## src/logic/isr_pkg.sv

```systemverilog
// Constants shared by the I2C slave-receive block
package isr_pkg;

  localparam int ADDR_W = 8;
  localparam int DATA_W = 32;
  localparam int BYTE_W = 8;
  localparam int CNT_W  = 4;
  localparam int SADR_W = 7;

  ////////////////////////////////////////////////////////////////////////////
  // Register byte offsets
  localparam logic [ADDR_W-1:0] OFS_BUS_CTRL_A = 8'h00;
  localparam logic [ADDR_W-1:0] OFS_BUS_MODE   = 8'h04;
  localparam logic [ADDR_W-1:0] OFS_IRQ_ENABLE = 8'h08;
  localparam logic [ADDR_W-1:0] OFS_BUS_STATUS = 8'h0C;
  localparam logic [ADDR_W-1:0] OFS_RX_DATA    = 8'h10;
  localparam logic [ADDR_W-1:0] OFS_OWN_ADDR   = 8'h14;
  localparam logic [ADDR_W-1:0] OFS_EVT_STATUS = 8'h18;
  localparam logic [ADDR_W-1:0] OFS_EVT_MASK   = 8'h1C;

  ////////////////////////////////////////////////////////////////////////////
  // Field positions
  localparam int BIT_IF_ENABLE  = 0;
  localparam int BIT_MASTER_SEL = 1;
  localparam int BIT_XMIT_SEL   = 2;
  localparam int POS_XFER_CLK   = 4;
  localparam int XFER_CLK_W     = 4;
  localparam int BIT_ORDER      = 0;
  localparam int BIT_WAIT       = 1;
  localparam int BIT_ACK_VALUE  = 0;
  localparam int BIT_RX_FULL    = 0;
  localparam int BIT_BUSY       = 1;
  localparam int BIT_STRETCH    = 2;
  localparam int EVT_W          = 3;
  localparam int EVT_MATCH      = 0;
  localparam int EVT_BYTE       = 1;
  localparam int EVT_STOP       = 2;

  ////////////////////////////////////////////////////////////////////////////
  // Reset values and frame counts
  localparam logic [DATA_W-1:0] RST_BUS_CTRL_A = 32'h00000000;
  localparam logic [DATA_W-1:0] RST_BUS_MODE   = 32'h00000000;
  localparam logic              RST_ACK_VALUE  = 1'h0;
  localparam logic [SADR_W-1:0] RST_OWN_ADDR   = 7'h00;
  localparam logic [EVT_W-1:0]  RST_EVT        = 3'h0;
  localparam logic              RST_LINE_SYNC  = 1'h1;
  localparam logic [CNT_W-1:0]  CNT_DATA_BITS  = 4'h8;
  localparam logic [CNT_W-1:0]  CNT_ACK_BIT    = 4'h9;

  typedef enum logic [1:0] {
    ST_IDLE,
    ST_ADDR,
    ST_DATA,
    ST_SKIP
  } isr_state_type;

endpackage

```

## src/logic/isr_sync2.sv

```systemverilog
// Two-flop synchroniser for one bus line
`timescale 1ns/10ps
module isr_sync2 (
  input  wire logic clk_in,
  input  wire logic rst_b_in,
  input  wire logic d_in,
  output logic      q_out
);
  import isr_pkg::*;

  logic meta_reg;

  always_ff @(posedge clk_in or negedge rst_b_in) begin
    if (!rst_b_in) begin
      meta_reg <= RST_LINE_SYNC;
      q_out    <= RST_LINE_SYNC;
    end else begin
      meta_reg <= d_in;
      q_out    <= meta_reg;
    end
  end

endmodule // isr_sync2

```

## src/logic/isr_shifter.sv

```systemverilog
// Receive shift register with selectable bit order
`timescale 1ns/10ps
module isr_shifter (
  input  wire logic                      clk_in,
  input  wire logic                      rst_b_in,
  input  wire logic                      clear_in,
  input  wire logic                      shift_in,
  input  wire logic                      lsb_first_in,
  input  wire logic                      bit_in,
  output logic [isr_pkg::BYTE_W-1:0]     byte_out
);
  import isr_pkg::*;

  always_ff @(posedge clk_in or negedge rst_b_in) begin
    if (!rst_b_in) begin
      byte_out <= '0;
    end else if (clear_in) begin
      byte_out <= '0;
    end else if (shift_in) begin
      if (lsb_first_in) begin
        byte_out <= {bit_in, byte_out[BYTE_W-1:1]};
      end else begin
        byte_out <= {byte_out[BYTE_W-2:0], bit_in};
      end
    end
  end

endmodule // isr_shifter

```

## src/logic/isr_slave_rx.sv

```systemverilog
// I2C slave-receive path with APB register access
//
// Function
// - Slave receive mode waits for address match
// - Compare address on first frame after start
// - Drive acknowledge level at ninth rising edge
// - Match sets full flag; data read clears
// - Address byte with direction bit is readable
// - Full at eighth falling edge stretches SCL
// - Acknowledge change applies to next frame
// - Last byte obtained by a plain read
//
// The register offsets and register access over APB were left to the implementer.
`timescale 1ns/10ps
module isr_slave_rx (
  input  wire logic                      REF_CLK_IN,
  input  wire logic                      RST_B_IN,
  input  wire logic                      PSEL_IN,
  input  wire logic                      PENABLE_IN,
  input  wire logic                      PWRITE_IN,
  input  wire logic [isr_pkg::ADDR_W-1:0] PADDR_IN,
  input  wire logic [isr_pkg::DATA_W-1:0] PWDATA_IN,
  output logic [isr_pkg::DATA_W-1:0]     PRDATA_OUT,
  output logic                           PREADY_OUT,
  output logic                           PSLVERR_OUT,
  input  wire logic                      SCL_IN,
  output logic                           SCL_OUT,
  output logic                           SCL_OE_OUT,
  input  wire logic                      SDA_IN,
  output logic                           SDA_OUT,
  output logic                           SDA_OE_OUT,
  output logic                           IRQ_OUT
);
  import isr_pkg::*;

  ////////////////////////////////////////////////////////////////////////////
  // Declarations
  logic [DATA_W-1:0]  bus_ctrl_a_reg;
  logic [DATA_W-1:0]  bus_mode_reg;
  logic               ack_value_bit;
  logic [SADR_W-1:0]  own_addr_reg;
  logic [EVT_W-1:0]   evt_status_reg;
  logic [EVT_W-1:0]   evt_mask_reg;
  logic [EVT_W-1:0]   evt_next;
  logic [BYTE_W-1:0]  rx_data_reg;
  logic               rx_full_flag;
  logic               ack_frame_reg;
  logic [CNT_W-1:0]   bit_cnt_reg;
  isr_state_type      state_reg;
  logic               scl_s;
  logic               sda_s;
  logic               scl_d_reg;
  logic               sda_d_reg;
  logic [BYTE_W-1:0]  shift_byte;
  logic               bus_if_enable;
  logic               bit_order_select;
  logic               master_select;
  logic               transmit_select;
  logic               slave_rx_mode;
  logic               scl_rise;
  logic               scl_fall;
  logic               start_det;
  logic               stop_det;
  logic               addr_hit;
  logic               ninth_rise;
  logic               eighth_fall;
  logic               ninth_fall;
  logic               take_byte;
  logic               shift_en;
  logic               acc_setup;
  logic               acc_done;
  logic               wr_done;
  logic               rd_pulse;
  logic               addr_known;
  logic [DATA_W-1:0]  rd_mux;

  ////////////////////////////////////////////////////////////////////////////
  // Line synchronisers and edge finding
  isr_sync2 u_scl_sync (
    .clk_in   (REF_CLK_IN),
    .rst_b_in (RST_B_IN),
    .d_in     (SCL_IN),
    .q_out    (scl_s)
  );

  isr_sync2 u_sda_sync (
    .clk_in   (REF_CLK_IN),
    .rst_b_in (RST_B_IN),
    .d_in     (SDA_IN),
    .q_out    (sda_s)
  );

  always_ff @(posedge REF_CLK_IN or negedge RST_B_IN) begin
    if (!RST_B_IN) begin
      scl_d_reg <= RST_LINE_SYNC;
      sda_d_reg <= RST_LINE_SYNC;
    end else begin
      scl_d_reg <= scl_s;
      sda_d_reg <= sda_s;
    end
  end

  // Own ack pull falls while SCL is high; mask it from start/stop
  assign scl_rise  = scl_s & ~scl_d_reg;
  assign scl_fall  = ~scl_s & scl_d_reg;
  assign start_det = scl_s & scl_d_reg & sda_d_reg & ~sda_s & ~SDA_OE_OUT;
  assign stop_det  = scl_s & scl_d_reg & ~sda_d_reg & sda_s & ~SDA_OE_OUT;

  ////////////////////////////////////////////////////////////////////////////
  // Configuration fields
  assign bus_if_enable    = bus_ctrl_a_reg[BIT_IF_ENABLE];
  assign master_select    = bus_ctrl_a_reg[BIT_MASTER_SEL];
  assign transmit_select  = bus_ctrl_a_reg[BIT_XMIT_SEL];
  assign bit_order_select = bus_mode_reg[BIT_ORDER];
  // Setup is software's job; only this combination receives
  assign slave_rx_mode = bus_if_enable & ~master_select & ~transmit_select;

  assign ninth_rise  = scl_rise & (bit_cnt_reg == CNT_DATA_BITS);
  assign eighth_fall = scl_fall & (bit_cnt_reg == CNT_DATA_BITS);
  assign ninth_fall  = scl_fall & (bit_cnt_reg == CNT_ACK_BIT);
  assign addr_hit    = (shift_byte[BYTE_W-1:1] == own_addr_reg)
                     & ~shift_byte[0];
  assign take_byte   = ninth_rise & ((state_reg == ST_ADDR & addr_hit)
                     | (state_reg == ST_DATA));
  assign shift_en    = scl_rise & (bit_cnt_reg < CNT_DATA_BITS)
                     & (state_reg == ST_ADDR | state_reg == ST_DATA);

  ////////////////////////////////////////////////////////////////////////////
  // Frame sequencing
  always_ff @(posedge REF_CLK_IN or negedge RST_B_IN) begin
    if (!RST_B_IN) begin
      state_reg <= ST_IDLE;
    end else if (!slave_rx_mode) begin
      state_reg <= ST_IDLE;
    end else if (start_det) begin
      state_reg <= ST_ADDR;
    end else if (stop_det) begin
      state_reg <= ST_IDLE;
    end else if (ninth_rise && state_reg == ST_ADDR) begin
      state_reg <= addr_hit ? ST_DATA : ST_SKIP;
    end
  end

  always_ff @(posedge REF_CLK_IN or negedge RST_B_IN) begin
    if (!RST_B_IN) begin
      bit_cnt_reg <= '0;
    end else if (!slave_rx_mode || start_det) begin
      bit_cnt_reg <= '0;
    end else if (ninth_fall) begin
      bit_cnt_reg <= '0;
    end else if (scl_rise && bit_cnt_reg < CNT_ACK_BIT) begin
      bit_cnt_reg <= bit_cnt_reg + 4'h1;
    end
  end

  // Address frame always MSB first so the compare is order-free
  isr_shifter u_shifter (
    .clk_in       (REF_CLK_IN),
    .rst_b_in     (RST_B_IN),
    .clear_in     (start_det),
    .shift_in     (shift_en),
    .lsb_first_in (bit_order_select & (state_reg == ST_DATA)),
    .bit_in       (sda_s),
    .byte_out     (shift_byte)
  );

  ////////////////////////////////////////////////////////////////////////////
  // Acknowledge and receive data
  always_ff @(posedge REF_CLK_IN or negedge RST_B_IN) begin
    if (!RST_B_IN) begin
      ack_frame_reg <= RST_ACK_VALUE;
    end else if (start_det || ninth_fall) begin
      ack_frame_reg <= ack_value_bit;
    end
  end

  always_ff @(posedge REF_CLK_IN or negedge RST_B_IN) begin
    if (!RST_B_IN) begin
      SDA_OE_OUT <= 1'b0;
    end else if (!slave_rx_mode || start_det || stop_det) begin
      SDA_OE_OUT <= 1'b0;
    end else if (take_byte) begin
      SDA_OE_OUT <= ~ack_frame_reg;
    end else if (ninth_fall) begin
      SDA_OE_OUT <= 1'b0;
    end
  end

  always_ff @(posedge REF_CLK_IN or negedge RST_B_IN) begin
    if (!RST_B_IN) begin
      rx_data_reg <= '0;
    end else if (take_byte) begin
      rx_data_reg <= shift_byte;
    end
  end

  // Set wins over the read that clears it
  always_ff @(posedge REF_CLK_IN or negedge RST_B_IN) begin
    if (!RST_B_IN) begin
      rx_full_flag <= 1'b0;
    end else if (take_byte) begin
      rx_full_flag <= 1'b1;
    end else if (rd_pulse) begin
      rx_full_flag <= 1'b0;
    end
  end

  // Stretch ends on a read, a stop or leaving slave receive mode, so a slow CPU never loses a byte to the next data frame
  always_ff @(posedge REF_CLK_IN or negedge RST_B_IN) begin
    if (!RST_B_IN) begin
      SCL_OE_OUT <= 1'b0;
    end else if (!slave_rx_mode || stop_det) begin
      SCL_OE_OUT <= 1'b0;
    end else if (eighth_fall && state_reg == ST_DATA && rx_full_flag
                 && !rd_pulse) begin
      SCL_OE_OUT <= 1'b1;
    end else if (rd_pulse) begin
      SCL_OE_OUT <= 1'b0;
    end
  end

  // Open-drain lines only ever pull low
  always_ff @(posedge REF_CLK_IN or negedge RST_B_IN) begin
    if (!RST_B_IN) begin
      SCL_OUT <= 1'b0;
      SDA_OUT <= 1'b0;
    end else begin
      SCL_OUT <= 1'b0;
      SDA_OUT <= 1'b0;
    end
  end

  ////////////////////////////////////////////////////////////////////////////
  // APB slave, one wait state
  assign acc_setup = PSEL_IN & PENABLE_IN & ~PREADY_OUT;
  assign acc_done  = PSEL_IN & PENABLE_IN & PREADY_OUT;
  assign wr_done   = acc_done & PWRITE_IN & addr_known;
  assign rd_pulse  = acc_done & ~PWRITE_IN & (PADDR_IN == OFS_RX_DATA);

  always_comb begin
    addr_known = 1'b1;
    rd_mux     = '0;
    unique case (PADDR_IN)
      OFS_BUS_CTRL_A: rd_mux = bus_ctrl_a_reg;
      OFS_BUS_MODE:   rd_mux = bus_mode_reg;
      OFS_IRQ_ENABLE: rd_mux[BIT_ACK_VALUE] = ack_value_bit;
      OFS_BUS_STATUS: begin
        rd_mux[BIT_RX_FULL] = rx_full_flag;
        rd_mux[BIT_BUSY]    = (state_reg != ST_IDLE);
        rd_mux[BIT_STRETCH] = SCL_OE_OUT;
      end
      OFS_RX_DATA:    rd_mux[BYTE_W-1:0] = rx_data_reg;
      OFS_OWN_ADDR:   rd_mux[SADR_W-1:0] = own_addr_reg;
      OFS_EVT_STATUS: rd_mux[EVT_W-1:0] = evt_status_reg;
      OFS_EVT_MASK:   rd_mux[EVT_W-1:0] = evt_mask_reg;
      default:        addr_known = 1'b0;
    endcase
  end

  always_ff @(posedge REF_CLK_IN or negedge RST_B_IN) begin
    if (!RST_B_IN) begin
      PREADY_OUT  <= 1'b0;
      PRDATA_OUT  <= '0;
      PSLVERR_OUT <= 1'b0;
    end else begin
      PREADY_OUT  <= acc_setup;
      PSLVERR_OUT <= acc_setup & ~addr_known;
      PRDATA_OUT  <= (acc_setup && !PWRITE_IN) ? rd_mux : '0;
    end
  end

  // Enable, select, order, acknowledge value, address and event mask steer logic; rest is stored
  always_ff @(posedge REF_CLK_IN or negedge RST_B_IN) begin
    if (!RST_B_IN) begin
      bus_ctrl_a_reg <= RST_BUS_CTRL_A;
      bus_mode_reg   <= RST_BUS_MODE;
      ack_value_bit  <= RST_ACK_VALUE;
      own_addr_reg   <= RST_OWN_ADDR;
      evt_mask_reg   <= RST_EVT;
    end else if (wr_done) begin
      unique case (PADDR_IN)
        OFS_BUS_CTRL_A: bus_ctrl_a_reg <= {23'h000000, PWDATA_IN[8:0]};
        OFS_BUS_MODE:   bus_mode_reg   <= {30'h00000000, PWDATA_IN[1:0]};
        OFS_IRQ_ENABLE: ack_value_bit  <= PWDATA_IN[BIT_ACK_VALUE];
        OFS_OWN_ADDR:   own_addr_reg   <= PWDATA_IN[SADR_W-1:0];
        OFS_EVT_MASK:   evt_mask_reg   <= PWDATA_IN[EVT_W-1:0];
        default: ;
      endcase
    end
  end

  ////////////////////////////////////////////////////////////////////////////
  // Interrupt status, write one to clear, set wins
  always_comb begin
    evt_next            = '0;
    evt_next[EVT_MATCH] = take_byte & (state_reg == ST_ADDR);
    evt_next[EVT_BYTE]  = take_byte & (state_reg == ST_DATA);
    evt_next[EVT_STOP]  = stop_det & (state_reg != ST_IDLE);
  end

  always_ff @(posedge REF_CLK_IN or negedge RST_B_IN) begin
    if (!RST_B_IN) begin
      evt_status_reg <= RST_EVT;
    end else if (wr_done && PADDR_IN == OFS_EVT_STATUS) begin
      evt_status_reg <= (evt_status_reg & ~PWDATA_IN[EVT_W-1:0]) | evt_next;
    end else begin
      evt_status_reg <= evt_status_reg | evt_next;
    end
  end

  always_ff @(posedge REF_CLK_IN or negedge RST_B_IN) begin
    if (!RST_B_IN) begin
      IRQ_OUT <= 1'b0;
    end else begin
      IRQ_OUT <= |(evt_status_reg & evt_mask_reg);
    end
  end
endmodule // isr_slave_rx

```

## config.mk

```make
export PLATFORM = sky130hd
export DESIGN_NAME = isr_slave_rx
export DESIGN_NICKNAME = d
export VERILOG_FILES = /design/src/logic/isr_pkg.sv /design/src/logic/isr_sync2.sv /design/src/logic/isr_shifter.sv /design/src/logic/isr_slave_rx.sv
export SDC_FILE = /design/constraint.sdc
export NUM_CORES = 1
export LEC_CHECK = 0
export BUFFER_PORTS_ARGS = -buffer_cell sky130_fd_sc_hd__buf_2
export CAP_MARGIN = 20
export CORE_ASPECT_RATIO = 0.8
export CORE_MARGIN = 5
export CORE_UTILIZATION = 42
export CTS_BUF_LIST = sky130_fd_sc_hd__clkbuf_4 sky130_fd_sc_hd__clkbuf_8
export CTS_CLUSTER_DIAMETER = 80
export DETAILED_ROUTE_END_ITERATION = 7
export PLACE_DENSITY = 0.61
export SYNTH_ARGS = -nofsm -noshare
export SYNTH_HDL_FRONTEND = slang
export SYNTH_SLANG_ARGS = --single-unit
export TNS_END_PERCENT = 50
```

## constraint.sdc

```tcl
create_clock -name REF_CLK_IN -period 2.8 [get_ports REF_CLK_IN]
set_clock_uncertainty 0.1 [all_clocks]
set_input_delay 0.56 -clock REF_CLK_IN [delete_from_list [all_inputs] [get_ports REF_CLK_IN]]
set_output_delay 0.56 -clock REF_CLK_IN [all_outputs]
set_load 0.01 [all_outputs]
```

# == Yosys cells after proc, flatten, opt, wreduce, memory -nomap -nowiden ==
# Index checks and enable logic that the tools add are counted.
# totals
register_bits,92
output_inout_bits,39
elab_cells,144
# op_classes
add_sub_neg,1
magnitude_cmp,2
eq_ne,13
mux,26
bitwise,50
n_reduce_logical,28
# ops
op,n
$eq 8x5->1 const B,4
$mux 32,1
$and 1x1->1,31
$mux 8,3
$eq 8x4->1 const B,2
$pmux 2 s7,1
$mux 4,3
$not 1->1,12
$pmux 4 s3,1
$mux 1,10
$reduce_and 2->1,5
$reduce_bool 3->1,3
$eq 4x4->1 const B,2
$eq 8x3->1 const B,1
$logic_not 8->1,1
$lt 4x4->1 const B,2
$mux 2,4
$pmux 1 s8,1
$reduce_or 8->1,1
$eq 7x7->1,1
$logic_and 1x1->1,7
$and 3x3->3,2
$or 3x3->3,2
$reduce_bool 2->1,3
other kinds (11),17

# == Longest topological paths before layout ==
# logic_depth
word_depth,8
depth_mapped,7
depth_no_buf,7

# == Cells and area by module ==
# Synthesis repeated with hierarchy kept, for this count alone.
# unflattened
cells_unflattened,293
hier_area_um2,3452.1
# modules_own_cells
module,n_inst,cells_each,area_per_inst_um2
isr_slave_rx,1,253,2940.3
isr_shifter,1,36,406.6
isr_sync2,2,2,52.6

# == Least setup slack after synthesis ==
# OpenSTA, ideal clock, no wires.
# synth_timing
path_kind,in2reg
startpoint,in PADDR_IN[0] in the netlist's numbering
endpoint,reg own_addr_reg[0]
arrival_time_ns,1.989
required_time_ns,2.575
setup_slack_ns,0.586
stages,6
path_buffers,1
cell_sequence,or4_4 -> nor3_4 -> and2_4 -> and2_4 -> buf_12 -> mux2_4
# synth_between
elab_chain_cells,5
# synth_lines
element,line,rtl
start: declaration,isr_slave_rx.sv:21,"input wire logic [isr_pkg::ADDR_W-1:0] PADDR_IN,"
"$eq 8x5->1, or another cell as far along",isr_slave_rx.sv:243,unique case (PADDR_IN)
$reduce_or 8->1 (no line),n/a,
$mux 1,isr_slave_rx.sv:243,
$and 1x1->1,isr_slave_rx.sv:237,assign wr_done = acc_done & PWRITE_IN & addr_known;
$reduce_and 2->1 (no line) (*),n/a,
end signal: assignment,isr_slave_rx.sv:285,OFS_OWN_ADDR: own_addr_reg <= PWDATA_IN[SADR_W-1:0];
end: declaration,isr_slave_rx.sv:41,logic [SADR_W-1:0] own_addr_reg;
# Mark *: on every way between the ends. The rest lies on a longest branch, timed or not.
# A chain may end at the register's enable or synchronous reset.

# == Worst setup path after layout ==
# layout_timing
startpoint,reg u_scl_sync.q_out
endpoint,reg rx_data_reg[1]
# layout_between
elab_chain_cells,3
# layout_lines
element,line,rtl
start: declaration,isr_sync2.sv:7,output logic q_out
start signal: assignment,isr_sync2.sv:19,q_out <= meta_reg;
$and 1x1->1,isr_slave_rx.sv:104,assign scl_rise = scl_s & ~scl_d_reg;
$and 1x1->1,isr_slave_rx.sv:118,assign ninth_rise = scl_rise & (bit_cnt_reg == CNT_DATA_BITS);
$and 1x1->1,isr_slave_rx.sv:123,assign take_byte = ninth_rise & ((state_reg == ST_ADDR & addr_hit)
end signal: assignment,isr_slave_rx.sv:193,rx_data_reg <= shift_byte;
end: declaration,isr_slave_rx.sv:45,logic [BYTE_W-1:0] rx_data_reg;
# No other way between the ends.

==> flow_summary.yaml <==
floorplanning:
  top_level_ports: 86
  rows: 29
  die_w_um: 111
  die_y_um: 91.1
  core_region_area_um2: 7980
  die_area_um2: 10200
  start_util_pct: 43.3
clock_network:
  numCtsBuffers: 9
  clockBufferDepth: 2
  htreeDepth: 3
  root_buffer: "clkbuf_8"
  path_clk_slew_ns: 0.08
  cts_sinks: 69
  cts_tree: "built"
  clkLatencyLatePin_ns: 0.36
  hold_buffers: 0
  ctsResizeCount: 0
  postCtsSetupBuffers: 0
setup_path:
  worst-endpoint-arrival_ns: 2.42
  start_kind: "flip-flop"
  r2r-end: "rx_data_reg[1]$_DFFE_PN0P_"
  path_max_fanout: 11
  rr_startpoint: "u_scl_sync.q_out$_DFF_PN1_"
  path_class: "reg2reg"
  crit_path_end_kind: "flip-flop"
  setup.worst_path.end: "rx_data_reg[1]$_DFFE_PN0P_"
  reg2reg_depth: 5
  crit_required_ns: 2.94
  rrSetupSlack_ns: 0.52
  startpoint: "u_scl_sync.q_out$_DFF_PN1_"
layout:
  area_growth_pct: 11.8
  layout.cells.non_filler: 443
  final_util_pct: 48.4
  fill_cells: 760
  finalInstanceArea_um2: 3860
  drive_above_1_share_pct: 33.1
  antenna_cells: 0
  nNetsFinal: 383
yosys:
  syn_area_um2: 3450
  synth_cells: 287
  synth_seq_cells: 69
  synth_warnings: 0
  synth.largest_area_cell: "dfrtp_1"
  synth-simple-area-share_pct: 13.7
  synth_enable_flop_cells: 0
  synth_xor_area_share_pct: 2.28
  ys.flop_type: "dfrtp_1"
  synth_mux_area_share_pct: 18.5
  synth_top_family_by_area: "multiplexers"
  yosysSeqAreaShare_pct: 50.2
  synth.area.top_cells: "dfrtp_1 (46%), mux2_2 (9.8%), buf_4 (5.4%)"
  synth_compound_area_share_pct: 5.43
  synth_top_area_share_pct: 45.6
  synth_async_sr_flop_share_pct: 100
  synth_fa_ha_area_share_pct: 2.17
  synth.avg_cell_area_um2: 12.0
  ys_types: 51
drt:
  drtIter0Drc: 63
  drc: 0
  wl_um: 7050
  ant_nets: 0
  drtPass1Iterations: 4
  vias: 2202
  routed_via_density: 4.97
  wire_per_inst_um: 15.9
grt:
  grt_usage_pct: 14.8
  antenna_found_initial: 0
  grtUsageMet1_pct: 21.0
  grt_overflow_total: 0
  busiest_layer: "met2"
  met2_usage_pct: 21.1
  grt_pass1_vias: 2267
  grt_pass1_wl_um: 11900
  grt_max_degree: 30
  global_route.usage.met3_pct: 4.85
min_path:
  holdCritPathClass: "in2async"
place:
  routabilityCongestion: 0.830
  dp_hpwl_um: 5170
  portBuffers: 37
  placed_cell_area_um2: 3660
  placed_cells: 427
sta:
  whs_ns: 0.0235
  worst_pin_slew_ns: 0.610
  setup_violations: 0
  hold_violations: 0
  setup-tns-final_ns: 0
  post-route-min-period_ns: 2.28
  slew_violations: 0
  period_share_pct: 81.5
  rsz0062_at_grt: "no"
  maxSlewHeadroom_pct: 59.2
  fmax_mhz: 438
flow_run:
  maxCapViolCount: 0
power:
  power.leakage_nw: 2.00
  power.density_nw_per_um2: 503
  vdd.ir_drop.worst_mv: 0.251
run_status:
  outcome: "finished clean"
==> worst min path at each step <==
| stage | startpoint | to | cells past startpoint | slack (ns) |
|---|---|---|---|---|
| detailed placement | u_scl_sync.meta_reg$_DFF_PN1_ | u_scl_sync.q_out$_DFF_PN1_ | 0 | 0.25 |
| global route | RST_B_IN | u_shifter.byte_out[1]$_DFFE_PN0P_ | 1 | 0.04 |
| CTS | RST_B_IN | u_shifter.byte_out[1]$_DFFE_PN0P_ | 1 | 0.03 |
| finish | RST_B_IN | own_addr_reg[0]$_DFFE_PN0P_ | 1 | 0.02 |
| global placement | u_scl_sync.meta_reg$_DFF_PN1_ | u_scl_sync.q_out$_DFF_PN1_ | 0 | 0.25 |
| floorplan | RST_B_IN | IRQ_OUT$_DFF_PN0_ | 0 | 0.16 |
==> synthesized netlist by cell type (2+ instances only) <==
cell type and instances:
dfstp_2 6, dfrtp_1 63, and4_1 2, a21oi_1 2, a22o_1 2, nand2_1 22, mux2_2 30, nand3b_1 4
mux4_2 3, a31oi_1 2, ha_1 6, nand4_1 2, a22oi_1 2, nand2b_1 2, mux2_4 7, o22ai_1 8
xor2_1 8, clkbuf_1 4, nor3b_1 4, inv_1 7, buf_2 2, nor2b_1 6, nor4_1 2, nor3_1 3
mux2i_1 13, a32oi_1 2, and2_4 2, and3_1 5, nand3_1 3, buf_4 25, nor2_1 18
==> report_power, final <==
part	switching, mW	total, mW	internal [mW]	leakage [nW]
Sequential	0.00436	1.01	1.01	0.937
Clock	0.387	0.833	0.447	0.103
Combinational	0.0707	0.100	0.0295	0.960
Total	0.462	1.94	1.48	2.00
==> cell type report <==
class,count,area (um2),area share [%]
inverters,7,26.3,0.680
flip-flops and latches,69,1730,44.9
clock buffers,11,145,3.76
well taps,108,135,3.50
repair buffers,41,215,5.57
clock inverters,5,60.1,1.55
multi-input cells,202,1550,40.1
==> cells by family (layout without fill, tap and decap cells) <==
group           count (synthesis)  in the layout
compound gates                 26             26
xor+xnor                        9              9
fa+ha+maj                       6              6
buf+inv                        40             64
flops                          69             69
mux                            53             53
other cells                     1             25
simple gates                   83             83
==> through the flow <==
step | setup WS (ns) | total power [mW]
floorplan | 0.586 | 1.10
global placement | 0.411 | 1.13
detailed placement | 0.390 | 1.13
CTS | 0.490 | 1.97
global route | 0.391 | 2.03
finish | 0.518 | 1.94
==> cells in the final DEF (no fill, tap or decap), types with 3 or more instances in the layout <==
cell type	instances
nor2_1	18
and3_1	5
conb_1	25
nand2_1	22
ha_1	6
nand3b_1	4
xor2_1	8
inv_1	7
mux2_2	30
buf_4	4
nor3_1	3
dfrtp_1	63
nand3_1	3
mux2i_1	13
buf_2	37
dfstp_2	6
mux2_4	7
nor2b_1	6
mux4_2	3
clkbuf_8	10
o22ai_1	8
nor3b_1	4
==> worst max-delay path: stages (launching register included) <==
cell	delay, ns
dfstp_2	0.55
nor2b_1	0.19
and4_1	0.31
nand4_1	0.17
nand2_1	0.45
mux2_2	0.40
==> layer usage <==
layer	routed length [um]	share of wire, %	up-vias
li1	-	-	1055
met1	3440	49	1077
met2	3070	44	57
met3	390	5.5	13
met4	141	2.0	0
met5	0	0	-
Note: power is estimated with default switching activity, not from simulation.
